**config.mk**
```make
export PLATFORM = sky130hd
export DESIGN_NAME = rcm_top
export DESIGN_NICKNAME = d
export VERILOG_FILES = /design/src/logic/rcm_pkg.sv /design/src/logic/rcm_period_chk.sv /design/src/logic/rcm_multi_chk.sv /design/src/logic/rcm_top.sv
export SDC_FILE = /design/constraint.sdc
export NUM_CORES = 2
export LEC_CHECK = 0
export BUFFER_PORTS_ARGS = -buffer_cell sky130_fd_sc_hd__buf_2
export CORE_MARGIN = 8
export CORE_UTILIZATION = 50
export DETAILED_ROUTE_END_ITERATION = 8
export GPL_ROUTABILITY_DRIVEN = 1
export HOLD_SLACK_MARGIN = 0.06
export PLACE_DENSITY = 0.61
export SYNTH_ARGS = -nofsm -noshare
export SYNTH_HDL_FRONTEND = slang
export SYNTH_SLANG_ARGS = --single-unit
```
**constraint.sdc**
```tcl
create_clock -name clock_i -period 7.85 [get_ports clock_i]
set_input_delay 0.785 -clock clock_i [delete_from_list [all_inputs] [get_ports clock_i]]
set_output_delay 0.785 -clock clock_i [all_outputs]
set_load 0.02 [all_outputs]
```
**src/logic/rcm_pkg.sv**
```systemverilog
// Purpose: Constants and types for the reference clock monitor.
// Assumes: 100 MHz clock, 16-bit register port, word offsets of own choice.
// Notes: Period limits and multi-period counts are in 10 ns units; time base counts in reference cycles.
//
// Operation
// [RQ1] One monitor per reference, period and frequency
// [RQ2] Status register reports, mask register ignores checks
// [RQ3] Period limits counted in 10 ns clocks
// [RQ4] Per-reference lower and upper period limit registers
// [RQ5] 8 kHz defaults: upper 2e4a, lower 335c
// [RQ6] 1.544 MHz defaults: upper 002b, lower 0055
// [RQ7] 2.048 MHz defaults: upper 0025, lower 003b
// [RQ8] 4.096 MHz defaults: upper 0011, lower 001e
// [RQ9] 8.192 MHz defaults: upper 0007, lower 000f
// [RQ10] 16.384/19.44 MHz: upper 0002, lower 0008/0007
// [RQ11] Fail beyond far limit, recover inside near
// [RQ12] Decide only after two consecutive measurements
// [RQ13] Time base count split in two 16-bit halves
// [RQ14] Time base defaults to ten seconds
// [RQ15] One shared set of near/far limits
// [RQ16] Limit enable clear selects built-in Stratum 3 values
// [RQ17] Far upper, near upper, nominal defaults
// [RQ18] Near lower, far lower defaults
// [RQ19] Fast lock bypasses phase speed limiter
// [RQ20] Semi-fast lock keeps the limiter active
// [RQ21] Freerun never locks to a reference
// [RQ22] Software never combines freerun with fast lock
// [RQ23] Auto frequency detect unless override enabled
// [RQ24] Fail bit follows unmasked failing checks
`default_nettype none
package rcm_pkg;
  ////////////////////////////////////////////////////////////////////////
  // Frequency codes
  typedef enum logic [2:0] {
    RCM_F8K = 3'h0, RCM_F1544 = 3'h1, RCM_F2048 = 3'h2, RCM_F4096 = 3'h3,
    RCM_F8192 = 3'h4, RCM_F16384 = 3'h5, RCM_F1944 = 3'h6, RCM_FNONE = 3'h7
  } rcm_freq_e;
  // Register port bundle
  typedef struct packed {
    logic [7:0] addr;
    logic [15:0] wdata;
    logic wr;
    logic rd;
  } rcm_bus_s;
  // Register word offsets
  localparam logic [7:0] RCM_LOOP_CTRL = 8'h00;
  localparam logic [7:0] RCM_BW_CTRL = 8'h01;
  localparam logic [7:0] RCM_REF_CHG = 8'h02;
  localparam logic [7:0] RCM_STATUS = 8'h03;
  localparam logic [7:0] RCM_MASK = 8'h04;
  localparam logic [7:0] RCM_FREQ_PROG = 8'h05;
  localparam logic [7:0] RCM_FREQ_STAT = 8'h06;
  localparam logic [7:0] RCM_LOW_BASE = 8'h10;   // ref n lower limit at +n
  localparam logic [7:0] RCM_UPP_BASE = 8'h14;   // ref n upper limit at +n
  localparam logic [7:0] RCM_TB_BASE = 8'h18;    // ref n low at +2n, high +2n+1
  localparam logic [7:0] RCM_LIM_BASE = 8'h20;   // nu,fu,nl,fl low/high pairs
  // Control fields
  localparam int RCM_FREQ_OVR_BIT = 1;
  localparam int RCM_LIM_EN_BIT = 2;
  localparam int RCM_SEMI_FAST_BIT = 3;
  localparam int RCM_FAST_BIT = 13;
  localparam int RCM_FREERUN_BIT = 0;
  // Stratum 3 multi-period values
  localparam logic [31:0] RCM_S3_FAR_UP = 32'h3b9a9de8;   // [RQ17]
  localparam logic [31:0] RCM_S3_NEAR_UP = 32'h3b9aa346;  // [RQ17]
  localparam logic [31:0] RCM_S3_NOMINAL = 32'h3b9ac9ff;  // [RQ17]
  localparam logic [31:0] RCM_S3_NEAR_LO = 32'h3b9af0b8;  // [RQ18]
  localparam logic [31:0] RCM_S3_FAR_LO = 32'h3b9af616;   // [RQ18]
  // Ten second base in 8 kHz reference cycles
  localparam int RCM_TB_SECONDS = 10;
  localparam int RCM_REF8K_HZ = 8000;
  localparam logic [31:0] RCM_TB_DEFAULT = 32'(RCM_TB_SECONDS * RCM_REF8K_HZ); // [RQ14]
  // Single period defaults, 8 kHz to 19.44 MHz
  localparam logic [15:0] RCM_UP_8K = 16'h2e4a;   // [RQ5]
  localparam logic [15:0] RCM_LO_8K = 16'h335c;   // [RQ5]
  localparam logic [15:0] RCM_UP_1544 = 16'h002b; // [RQ6]
  localparam logic [15:0] RCM_LO_1544 = 16'h0055; // [RQ6]
  localparam logic [15:0] RCM_UP_2048 = 16'h0025; // [RQ7]
  localparam logic [15:0] RCM_LO_2048 = 16'h003b; // [RQ7]
  localparam logic [15:0] RCM_UP_4096 = 16'h0011; // [RQ8]
  localparam logic [15:0] RCM_LO_4096 = 16'h001e; // [RQ8]
  localparam logic [15:0] RCM_UP_8192 = 16'h0007; // [RQ9]
  localparam logic [15:0] RCM_LO_8192 = 16'h000f; // [RQ9]
  localparam logic [15:0] RCM_UP_16M = 16'h0002;  // [RQ10]
  localparam logic [15:0] RCM_LO_16384 = 16'h0008; // [RQ10]
  localparam logic [15:0] RCM_LO_1944 = 16'h0007;  // [RQ10]
  // Detector period windows, clocks per period
  localparam logic [15:0] RCM_DET_1544 = 16'h0050;
  localparam logic [15:0] RCM_DET_2048 = 16'h0038;
  localparam logic [15:0] RCM_DET_4096 = 16'h001c;
  localparam logic [15:0] RCM_DET_8192 = 16'h000e;
  localparam logic [15:0] RCM_DET_16384 = 16'h0007;
  localparam logic [15:0] RCM_DET_1944 = 16'h0006;
  localparam logic [15:0] RCM_DET_8K = 16'h2000;
  localparam logic [15:0] RCM_LOSS = 16'hffff;
endpackage
`default_nettype wire

```
**src/logic/rcm_period_chk.sv**
```systemverilog
// Purpose: Single-period check and frequency detect for one reference.
// Assumes: Reference input already synchronous to clock_i.
// Notes: Limits in 10 ns clocks; a lost reference fails on counter saturation.
`default_nettype none
module rcm_period_chk
  import rcm_pkg::*;
(
  input wire logic clock_i,
  input wire logic nrst_i,
  input wire logic ref_i,
  input wire logic [15:0] low_lim_i,
  input wire logic [15:0] up_lim_i,
  output logic rise_o,
  output logic fail_o,
  output rcm_pkg::rcm_freq_e freq_o
);
  import rcm_pkg::*;
  logic ref_q;
  logic [15:0] cnt_q;
  logic [15:0] cnt_d;
  logic fail_q;
  rcm_freq_e freq_q;
  rcm_freq_e det_w;
  wire rise_w = ref_i & ~ref_q;
  wire lost_w = (cnt_q == RCM_LOSS);
  // Period out of window: shorter than upper or beyond lower
  wire bad_w = (cnt_q < up_lim_i) | (cnt_q > low_lim_i); // [RQ3]
  assign cnt_d = rise_w ? 16'h0001 : (lost_w ? cnt_q : cnt_q + 16'h0001);
  assign rise_o = rise_w;
  assign fail_o = fail_q;
  assign freq_o = freq_q;
  // Coarse rate classification from the measured period
  assign det_w = (cnt_q <= RCM_DET_1944) ? RCM_F1944 :
                 (cnt_q <= RCM_DET_16384) ? RCM_F16384 :
                 (cnt_q <= RCM_DET_8192) ? RCM_F8192 :
                 (cnt_q <= RCM_DET_4096) ? RCM_F4096 :
                 (cnt_q <= RCM_DET_2048) ? RCM_F2048 :
                 (cnt_q <= RCM_DET_1544) ? RCM_F1544 :
                 (cnt_q >= RCM_DET_8K) ? RCM_F8K : RCM_FNONE;
  ////////////////////////////////////////////////////////////////////////
  // Period counter and per-edge verdict
  always_ff @(posedge clock_i or negedge nrst_i)
  begin
    if (!nrst_i)
    begin
      ref_q <= 1'b0;
      cnt_q <= 16'h0000;
      fail_q <= 1'b0;
      freq_q <= RCM_FNONE;
    end
    else
    begin
      ref_q <= ref_i;
      cnt_q <= cnt_d;
      if (rise_w)
      begin
        fail_q <= bad_w; // [RQ1]
        freq_q <= det_w; // [RQ23]
      end
      else if (lost_w)
      begin
        fail_q <= 1'b1;
        freq_q <= RCM_FNONE;
      end
    end
  end
  // Lost reference must be flagged one cycle after saturation
  a_loss_flags: assert property (@(posedge clock_i) disable iff (!nrst_i) // [RQ1]
    lost_w && !rise_w |=> fail_q)
    else $error("lost reference not flagged");
endmodule
`default_nettype wire

```
**src/logic/rcm_multi_chk.sv**
```systemverilog
// Purpose: Multi-period frequency check with hysteresis for one reference.
// Assumes: rise_i is a one-cycle pulse per reference rising edge.
// Notes: Measures clocks elapsed over a count of reference cycles.
`default_nettype none
module rcm_multi_chk
  import rcm_pkg::*;
(
  input wire logic clock_i,
  input wire logic nrst_i,
  input wire logic rise_i,
  input wire logic [31:0] tb_i,
  input wire logic [31:0] near_up_i,
  input wire logic [31:0] far_up_i,
  input wire logic [31:0] near_lo_i,
  input wire logic [31:0] far_lo_i,
  output logic fail_o
);
  import rcm_pkg::*;
  logic [31:0] cyc_q;
  logic [31:0] clk_q;
  logic far_q;
  logic near_q;
  logic fail_q;
  wire done_w = rise_i & (cyc_q + 32'h1 >= tb_i);
  // Outer band fails, inner band passes; between is grey
  wire far_w = (clk_q < far_up_i) | (clk_q > far_lo_i);
  wire near_w = (clk_q >= near_up_i) & (clk_q <= near_lo_i);
  assign fail_o = fail_q;
  ////////////////////////////////////////////////////////////////////////
  // Window counters and two-in-a-row decision
  always_ff @(posedge clock_i or negedge nrst_i)
  begin
    if (!nrst_i)
    begin
      cyc_q <= 32'h0;
      clk_q <= 32'h0;
      far_q <= 1'b0;
      near_q <= 1'b0;
      fail_q <= 1'b0;
    end
    else
    begin
      clk_q <= done_w ? 32'h1 : clk_q + 32'h1; // [RQ13]
      if (rise_i)
        cyc_q <= done_w ? 32'h0 : cyc_q + 32'h1;
      if (done_w)
      begin
        far_q <= far_w;
        near_q <= near_w;
        if (far_w && far_q)
          fail_q <= 1'b1; // [RQ11] [RQ12]
        else if (near_w && near_q)
          fail_q <= 1'b0; // [RQ11] [RQ12]
      end
    end
  end
  a_grey_holds: assert property (@(posedge clock_i) disable iff (!nrst_i) // [RQ11]
    done_w && !far_w && !near_w |=> $stable(fail_q))
    else $error("grey zone changed the verdict");
  a_two_far: assert property (@(posedge clock_i) disable iff (!nrst_i) // [RQ12]
    done_w && far_w && !far_q && !fail_q |=> !fail_q)
    else $error("failed after one measurement");
endmodule
`default_nettype wire

```
**src/logic/rcm_top.sv**
```systemverilog
// Purpose: Four reference monitors with registers and lock mode control.
// Assumes: Register port strobes one cycle, read data next cycle.
// Notes: Mode outputs steer the loop outside this block.
//
// Chosen here: the register addresses and the strobed register port.
`default_nettype none
module rcm_top
  import rcm_pkg::*;
#(
  parameter int NREF = 4
)
(
  input wire logic clock_i,
  input wire logic nrst_i,
  input wire logic [NREF-1:0] ref_i,
  input wire rcm_pkg::rcm_bus_s bus_i,
  output logic [15:0] rdata_o,
  output logic limiter_bypass_o,
  output logic ref_lock_allow_o
);
  import rcm_pkg::*;
  ////////////////////////////////////////////////////////////////////////
  // Registers
  logic [15:0] loop_ctrl_q;       // Loop control
  logic [15:0] bw_ctrl_q;         // Bandwidth control
  logic [15:0] ref_chg_q;         // Reference change control
  logic [15:0] mask_q;            // Per ref: bit n single, bit n+4 multi
  logic [15:0] freq_prog_q;       // Programmed codes, 3 bits per ref
  logic [15:0] low_lim_q [NREF];  // Per-ref lower period limits
  logic [15:0] up_lim_q [NREF];   // Per-ref upper period limits
  logic [31:0] tb_q [NREF];       // Per-ref time base counts
  logic [31:0] lim_q [4];         // nu, fu, nl, fl
  logic [15:0] rdata_q;
  logic [NREF-1:0] fail_q;
  logic [NREF-1:0] sp_fail;
  logic [NREF-1:0] mp_fail;
  logic [NREF-1:0] rise;
  rcm_freq_e det_freq [NREF];
  logic [15:0] freq_stat_w;
  logic [15:0] rd_mux_w;
  // Mode bits
  wire lim_en_w = loop_ctrl_q[RCM_LIM_EN_BIT];
  wire ovr_en_w = loop_ctrl_q[RCM_FREQ_OVR_BIT];
  wire fast_w = bw_ctrl_q[RCM_FAST_BIT];
  wire semi_w = loop_ctrl_q[RCM_SEMI_FAST_BIT];
  wire freerun_w = ref_chg_q[RCM_FREERUN_BIT];
  // Semi-fast never bypasses; only the fast bit does
  assign limiter_bypass_o = fast_w; // [RQ19] [RQ20]
  // Freerun blocks locking to any reference
  assign ref_lock_allow_o = ~freerun_w; // [RQ21]
  assign rdata_o = rdata_q;
  // Address decode
  wire [7:0] a_w = bus_i.addr;
  wire in_low_w = (a_w >= RCM_LOW_BASE) && (a_w < RCM_UPP_BASE);
  wire in_up_w = (a_w >= RCM_UPP_BASE) && (a_w < RCM_TB_BASE);
  wire in_tb_w = (a_w >= RCM_TB_BASE) && (a_w < RCM_LIM_BASE);
  wire in_lim_w = (a_w >= RCM_LIM_BASE) && (a_w < RCM_LIM_BASE + 8'h08);
  wire [1:0] ri_w = a_w[1:0];
  wire [1:0] ti_w = a_w[2:1];
  wire hi_w = a_w[0];
  wire [1:0] li_w = a_w[2:1];
  ////////////////////////////////////////////////////////////////////////
  // Per-reference monitors
  genvar g;
  generate
    for (g = 0; g < NREF; g++)
    begin : g_ref
      rcm_freq_e f_w;
      // Active frequency: programmed or detected
      assign f_w = ovr_en_w ? rcm_freq_e'(freq_prog_q[3*g +: 3]) : det_freq[g]; // [RQ23]
      rcm_period_chk u_per (
        .clock_i(clock_i),
        .nrst_i(nrst_i),
        .ref_i(ref_i[g]),
        .low_lim_i(low_lim_q[g]),
        .up_lim_i(up_lim_q[g]),
        .rise_o(rise[g]),
        .fail_o(sp_fail[g]),
        .freq_o(det_freq[g])
      );
      // Built-in values replace programmed ones unless enabled
      rcm_multi_chk u_mp (
        .clock_i(clock_i),
        .nrst_i(nrst_i),
        .rise_i(rise[g]),
        .tb_i(lim_en_w ? tb_q[g] : tb_default(f_w)), // [RQ16]
        .near_up_i(lim_en_w ? lim_q[0] : RCM_S3_NEAR_UP), // [RQ15] [RQ16]
        .far_up_i(lim_en_w ? lim_q[1] : RCM_S3_FAR_UP),
        .near_lo_i(lim_en_w ? lim_q[2] : RCM_S3_NEAR_LO),
        .far_lo_i(lim_en_w ? lim_q[3] : RCM_S3_FAR_LO),
        .fail_o(mp_fail[g])
      );
    end
  endgenerate
  // Ten seconds of reference cycles for each rate
  function automatic logic [31:0] tb_default(input rcm_freq_e f);
    case (f)
      RCM_F1544: tb_default = 32'd15440000;
      RCM_F2048: tb_default = 32'd20480000;
      RCM_F4096: tb_default = 32'd40960000;
      RCM_F8192: tb_default = 32'd81920000;
      RCM_F16384: tb_default = 32'd163840000;
      RCM_F1944: tb_default = 32'd194400000;
      default: tb_default = RCM_TB_DEFAULT; // [RQ14]
    endcase
  endfunction
  ////////////////////////////////////////////////////////////////////////
  // Unmasked failures combine into status
  wire [NREF-1:0] fail_w = (sp_fail & ~mask_q[NREF-1:0]) |
                           (mp_fail & ~mask_q[2*NREF-1:NREF]); // [RQ2] [RQ24]
  // Status and frequency readback
  always_comb
  begin
    freq_stat_w = 16'h0000;
    for (int i = 0; i < NREF; i++)
      freq_stat_w[3*i +: 3] = det_freq[i];
  end
  assign rd_mux_w = (a_w == RCM_LOOP_CTRL) ? loop_ctrl_q :
                    (a_w == RCM_BW_CTRL) ? bw_ctrl_q :
                    (a_w == RCM_REF_CHG) ? ref_chg_q :
                    (a_w == RCM_STATUS) ? {12'h000, fail_q} :
                    (a_w == RCM_MASK) ? mask_q :
                    (a_w == RCM_FREQ_PROG) ? freq_prog_q :
                    (a_w == RCM_FREQ_STAT) ? freq_stat_w :
                    in_low_w ? low_lim_q[ri_w] :
                    in_up_w ? up_lim_q[ri_w] :
                    in_tb_w ? (hi_w ? tb_q[ti_w][31:16] : tb_q[ti_w][15:0]) :
                    in_lim_w ? (hi_w ? lim_q[li_w][31:16] : lim_q[li_w][15:0]) :
                    16'h0000;
  ////////////////////////////////////////////////////////////////////////
  // Status and read data
  always_ff @(posedge clock_i or negedge nrst_i)
  begin
    if (!nrst_i)
    begin
      fail_q <= '0;
      rdata_q <= 16'h0000;
    end
    else
    begin
      fail_q <= fail_w; // [RQ24]
      rdata_q <= bus_i.rd ? rd_mux_w : 16'h0000;
    end
  end
  ////////////////////////////////////////////////////////////////////////
  // Control register writes
  always_ff @(posedge clock_i or negedge nrst_i)
  begin
    if (!nrst_i)
    begin
      loop_ctrl_q <= 16'h0000;
      bw_ctrl_q <= 16'h0000;
      ref_chg_q <= 16'h0000;
      mask_q <= 16'h0000;
      freq_prog_q <= 16'h0000;
    end
    else if (bus_i.wr)
    begin
      case (a_w)
        RCM_LOOP_CTRL: loop_ctrl_q <= bus_i.wdata;
        RCM_BW_CTRL: bw_ctrl_q <= bus_i.wdata;
        RCM_REF_CHG: ref_chg_q <= bus_i.wdata;
        RCM_MASK: mask_q <= bus_i.wdata; // [RQ2]
        RCM_FREQ_PROG: freq_prog_q <= bus_i.wdata;
        default: mask_q <= mask_q;
      endcase
    end
  end
  ////////////////////////////////////////////////////////////////////////
  // Limit register writes, 8 kHz defaults
  always_ff @(posedge clock_i or negedge nrst_i)
  begin
    if (!nrst_i)
    begin
      for (int i = 0; i < NREF; i++)
      begin
        low_lim_q[i] <= RCM_LO_8K; // [RQ4] [RQ5]
        up_lim_q[i] <= RCM_UP_8K;
        tb_q[i] <= RCM_TB_DEFAULT; // [RQ14]
      end
      lim_q[0] <= RCM_S3_NEAR_UP; // [RQ15]
      lim_q[1] <= RCM_S3_FAR_UP;
      lim_q[2] <= RCM_S3_NEAR_LO;
      lim_q[3] <= RCM_S3_FAR_LO;
    end
    else if (bus_i.wr)
    begin
      if (in_low_w)
        low_lim_q[ri_w] <= bus_i.wdata; // [RQ4]
      if (in_up_w)
        up_lim_q[ri_w] <= bus_i.wdata;
      if (in_tb_w && hi_w)
        tb_q[ti_w][31:16] <= bus_i.wdata; // [RQ13]
      if (in_tb_w && !hi_w)
        tb_q[ti_w][15:0] <= bus_i.wdata;
      if (in_lim_w && hi_w)
        lim_q[li_w][31:16] <= bus_i.wdata;
      if (in_lim_w && !hi_w)
        lim_q[li_w][15:0] <= bus_i.wdata;
    end
  end
  ////////////////////////////////////////////////////////////////////////
  // Checks
  a_mask_hides: assert property (@(posedge clock_i) disable iff (!nrst_i) // [RQ2]
    (&mask_q[2*NREF-1:0]) |=> (fail_q == '0))
    else $error("masked check reached status");
  a_fail_follow: assert property (@(posedge clock_i) disable iff (!nrst_i) // [RQ24]
    1'b1 |=> (fail_q == $past(fail_w)))
    else $error("status does not follow checks");
  a_read_data: assert property (@(posedge clock_i) disable iff (!nrst_i) // [RQ2]
    bus_i.rd && a_w == RCM_STATUS |=> rdata_q == {12'h000, $past(fail_w, 2)})
    else $error("status read wrong");
  a_bypass_fast: assert property (@(posedge clock_i) disable iff (!nrst_i) // [RQ20]
    semi_w && !fast_w |-> !limiter_bypass_o)
    else $error("semi-fast bypassed limiter");
  a_freerun: assert property (@(posedge clock_i) disable iff (!nrst_i) // [RQ21]
    freerun_w |-> !ref_lock_allow_o)
    else $error("freerun allowed lock");
endmodule
`default_nettype wire

```
==> flow_summary.toml <==
[critical_path]
worst_setup_path_start_kind = "flop"
crit_chain = "mux2i_1, nand2b_1, o21ai_0, o21ai_0, ha_1, nand3_1, nand3_1, a221oi_1, o21ai_0, o21ai_1, nand3_1, nor2_1, mux2_2"
crit_start = "loop_ctrl_q[1]"
crit_required_ps = 8500
max_stage_delay_ps = 1180
critPathBufInv = 0
path_max_fanout = 24
crit_arrival_ps = 6660
critical-path-top-delay-family = "simple AND/OR/NAND/NOR gates"
critical_path_class = "flop to flop"
end_kind = "flop"
reg2reg_from = "loop_ctrl_q[1]"
slowest_stage = "nor2_1"

[routing]
remaining_drc_errors = 0
post_drt_wl_per_cell_um = 26.0
wirelength_um = 198000
drtAntennaViolNets = 0
via_count = 47978
dr.pass1.iters = 5
vias_per_cell = 6.29
drtIter0Drc = 4053

[power_and_ir_drop]
pwr_density_cell_mw_per_mm2 = 231
clock_power_share = 0.341
swShare = 0.360
combPwrFrac = 0.277
finalPower_mw = 14.8
p_sw_mw = 5.34
p_seq_frac = 0.382
p_int_mw = 9.50
p_leak_nw = 30.7
vdd_drop_max_v = 0.000181

[synthesis]
synth.avg_cell_area_um2 = 9.76
ys_types = 88
postSynth.asyncResetShare = 1.00
syn_nets = 6863
synth.top_cell.area_share = 0.286
synth_area_leaders = "dfrtp_1, ha_1, mux2_2, dfstp_2, nand2_1"
synth-seq-area-share = 0.357
syn_inst = 6055
synth-edff-count = 0
synth_area_mm2 = 0.0591
synthFlopType = "dfrtp_1"
yosys_warnings = 0
ys_ff_latch = 836
post-synth-top-area-cell = "dfrtp_1"

[timing]
fin_hold_ws_ps = 202
worst_pin_slew_ps = 1180
period_minus_slack_ps = 6010
tns_ps = 0
rsz0062_at_grt = "no"
max_slew_margin = 0.210
hold_viol = 0
min_period_over_period = 0.766
worst_slack_ps = 1840
fmax_mhz = 166
fin_worst_skew_ps = 43.6
slew_violations = 0
setup_viol = 0

[clock_tree]
path_clk_slew_ps = 60
clock_latency_ps = 730
hold_buffers = 1
cts_htree_levels = 3
clock_path_buffers = 3
cts-root-buf = "clkbuf_16"
cts_resized = 0
cts.sinks = 836
cts_setup_buffers = 0
cts_tree = "built"
numCtsBuffers = 99

[cells_and_area]
finalInstanceArea_mm2 = 0.0643
final_util = 0.547
final_common_cell = "ha_1"
synthToLayoutAreaGrowth_pct = 8.86
final_cell_mix = "ha_1, dfrtp_1, nand2_1"
layout.cells.non_filler = 7623
layout.nets = 6798
seq_area_mm2 = 0.0211
multi_input_area_mm2 = 0.0362
fill_cells = 10560
drive_above_1_share = 0.161

[hold_path]
hp-class = "primary input to flop"
min_from = "ref_i[2]"

[grt]
antenna_found_initial = 19
grt_start_max_net_pins = 159
grt_pass1_vias = 46679
grt_usage = 0.298
grt_overflow_total = 0
grt_pass1_wl_um = 298000

[die]
ioPinCount = 50
std_cell_rows = 126
start_util = 0.502
die_w_um = 360
design.die.area_mm2 = 0.129
core_mm2 = 0.118
chipHeight_um = 360

[placed_design]
io_buffers = 49
gp_congestion = 0.985
post-place-ws_ps = 1920
placedCellCount = 7424
dpl.hpwl_um = 148000
placed_area_mm2 = 0.0607

[run_status]
status = "complete, no violations"

[job]
cap_violations = 0
## logic make-up (layout without fill, tap and decap cells)
| family | Yosys count | after routing | share of synthesized area |
|---|---|---|---|
| AND/OR/NAND/NOR | 1893 | 1893 | 0.152 |
| AO/OA/AOI/OAI | 1250 | 1250 | 0.132 |
| flip-flops | 836 | 836 | 0.357 |
| adder cells (fa/ha/maj) | 776 | 776 | 0.164 |
| multiplexers | 533 | 533 | 0.119 |
| buffers and inverters | 475 | 495 | 0.0317 |
| XOR/XNOR | 292 | 292 | 0.0433 |
| other | 0 | 12 | 0 |
## metal layers
metal  global-route usage  vias up  wire (µm)
met4                0.141        0      11000
met2                0.474     1579      90000
li1                     -    22098          -
met5                    0        -          0
met1                0.400    23872      85200
met3               0.0459      429      12100
## Yosys cell counts, types with 72 or more instances
cell type  instances
a21o_1           102
nand2_1          627
xnor2_1          131
inv_1            200
nor2_1           473
o21ai_0          427
dfrtp_1          675
xor2_1           161
nand4_1          159
mux2_2           390
dfstp_2          161
mux4_2            97
ha_1             776
nand3_1          180
and3_1            72
a21oi_1          303
clkbuf_1         218
nor3_1            94
## power groups by stage
stage	registers [mW]	logic, mW	clock network, mW
6_report	5.67	4.12	5.06
5_1_grt	5.73	4.65	5.27
4_1_cts	5.64	4.11	5.13
3_5_place_dp	5.71	4.08	0
3_3_place_gp	5.70	3.96	0
2_1_floorplan	5.33	2.93	0
## sequential cells by signal, indices dropped and copies added (netlist names), 12 cells and up
register	count
up_lim_q	64
freq_prog_q	16
bw_ctrl_q	16
lim_q	128
tb_q	128
low_lim_q	64
g_ref.u_mp.clk_q	128
g_ref.u_mp.cyc_q	128
g_ref.u_per.freq_o	12
g_ref.u_per.cnt_q	64
rdata_o	16
ref_chg_q	16
mask_q	16
loop_ctrl_q	16
## area by class of cell
cell class                 instances  share of cell area
inverter                         201              0.0117
antenna                           12            0.000467
tap                             1536              0.0299
timing repair buffer             108              0.0117
clock buffer                     145              0.0453
multi-input combinational       4744               0.562
sequential                       836               0.328
clock inverter                    41              0.0101
## path summary, 6_finish.rpt
kind                                      endpoint  slack (ps)  cells past startpoint
setup / recovery            g_ref[2].u_mp.cyc_q[0]        1840                     13
hold / removal                g_ref[2].u_per.ref_q         200                      1
setup reg to reg            g_ref[2].u_mp.cyc_q[0]        1840                     13
hold reg to reg                          fail_q[0]         490                      1
max in group asynchronous  g_ref[3].u_per.cnt_q[5]        5220                      4
min in group asynchronous   g_ref[3].u_mp.clk_q[5]         600                      2
No activity file was read; power rests on OpenSTA's default activity.
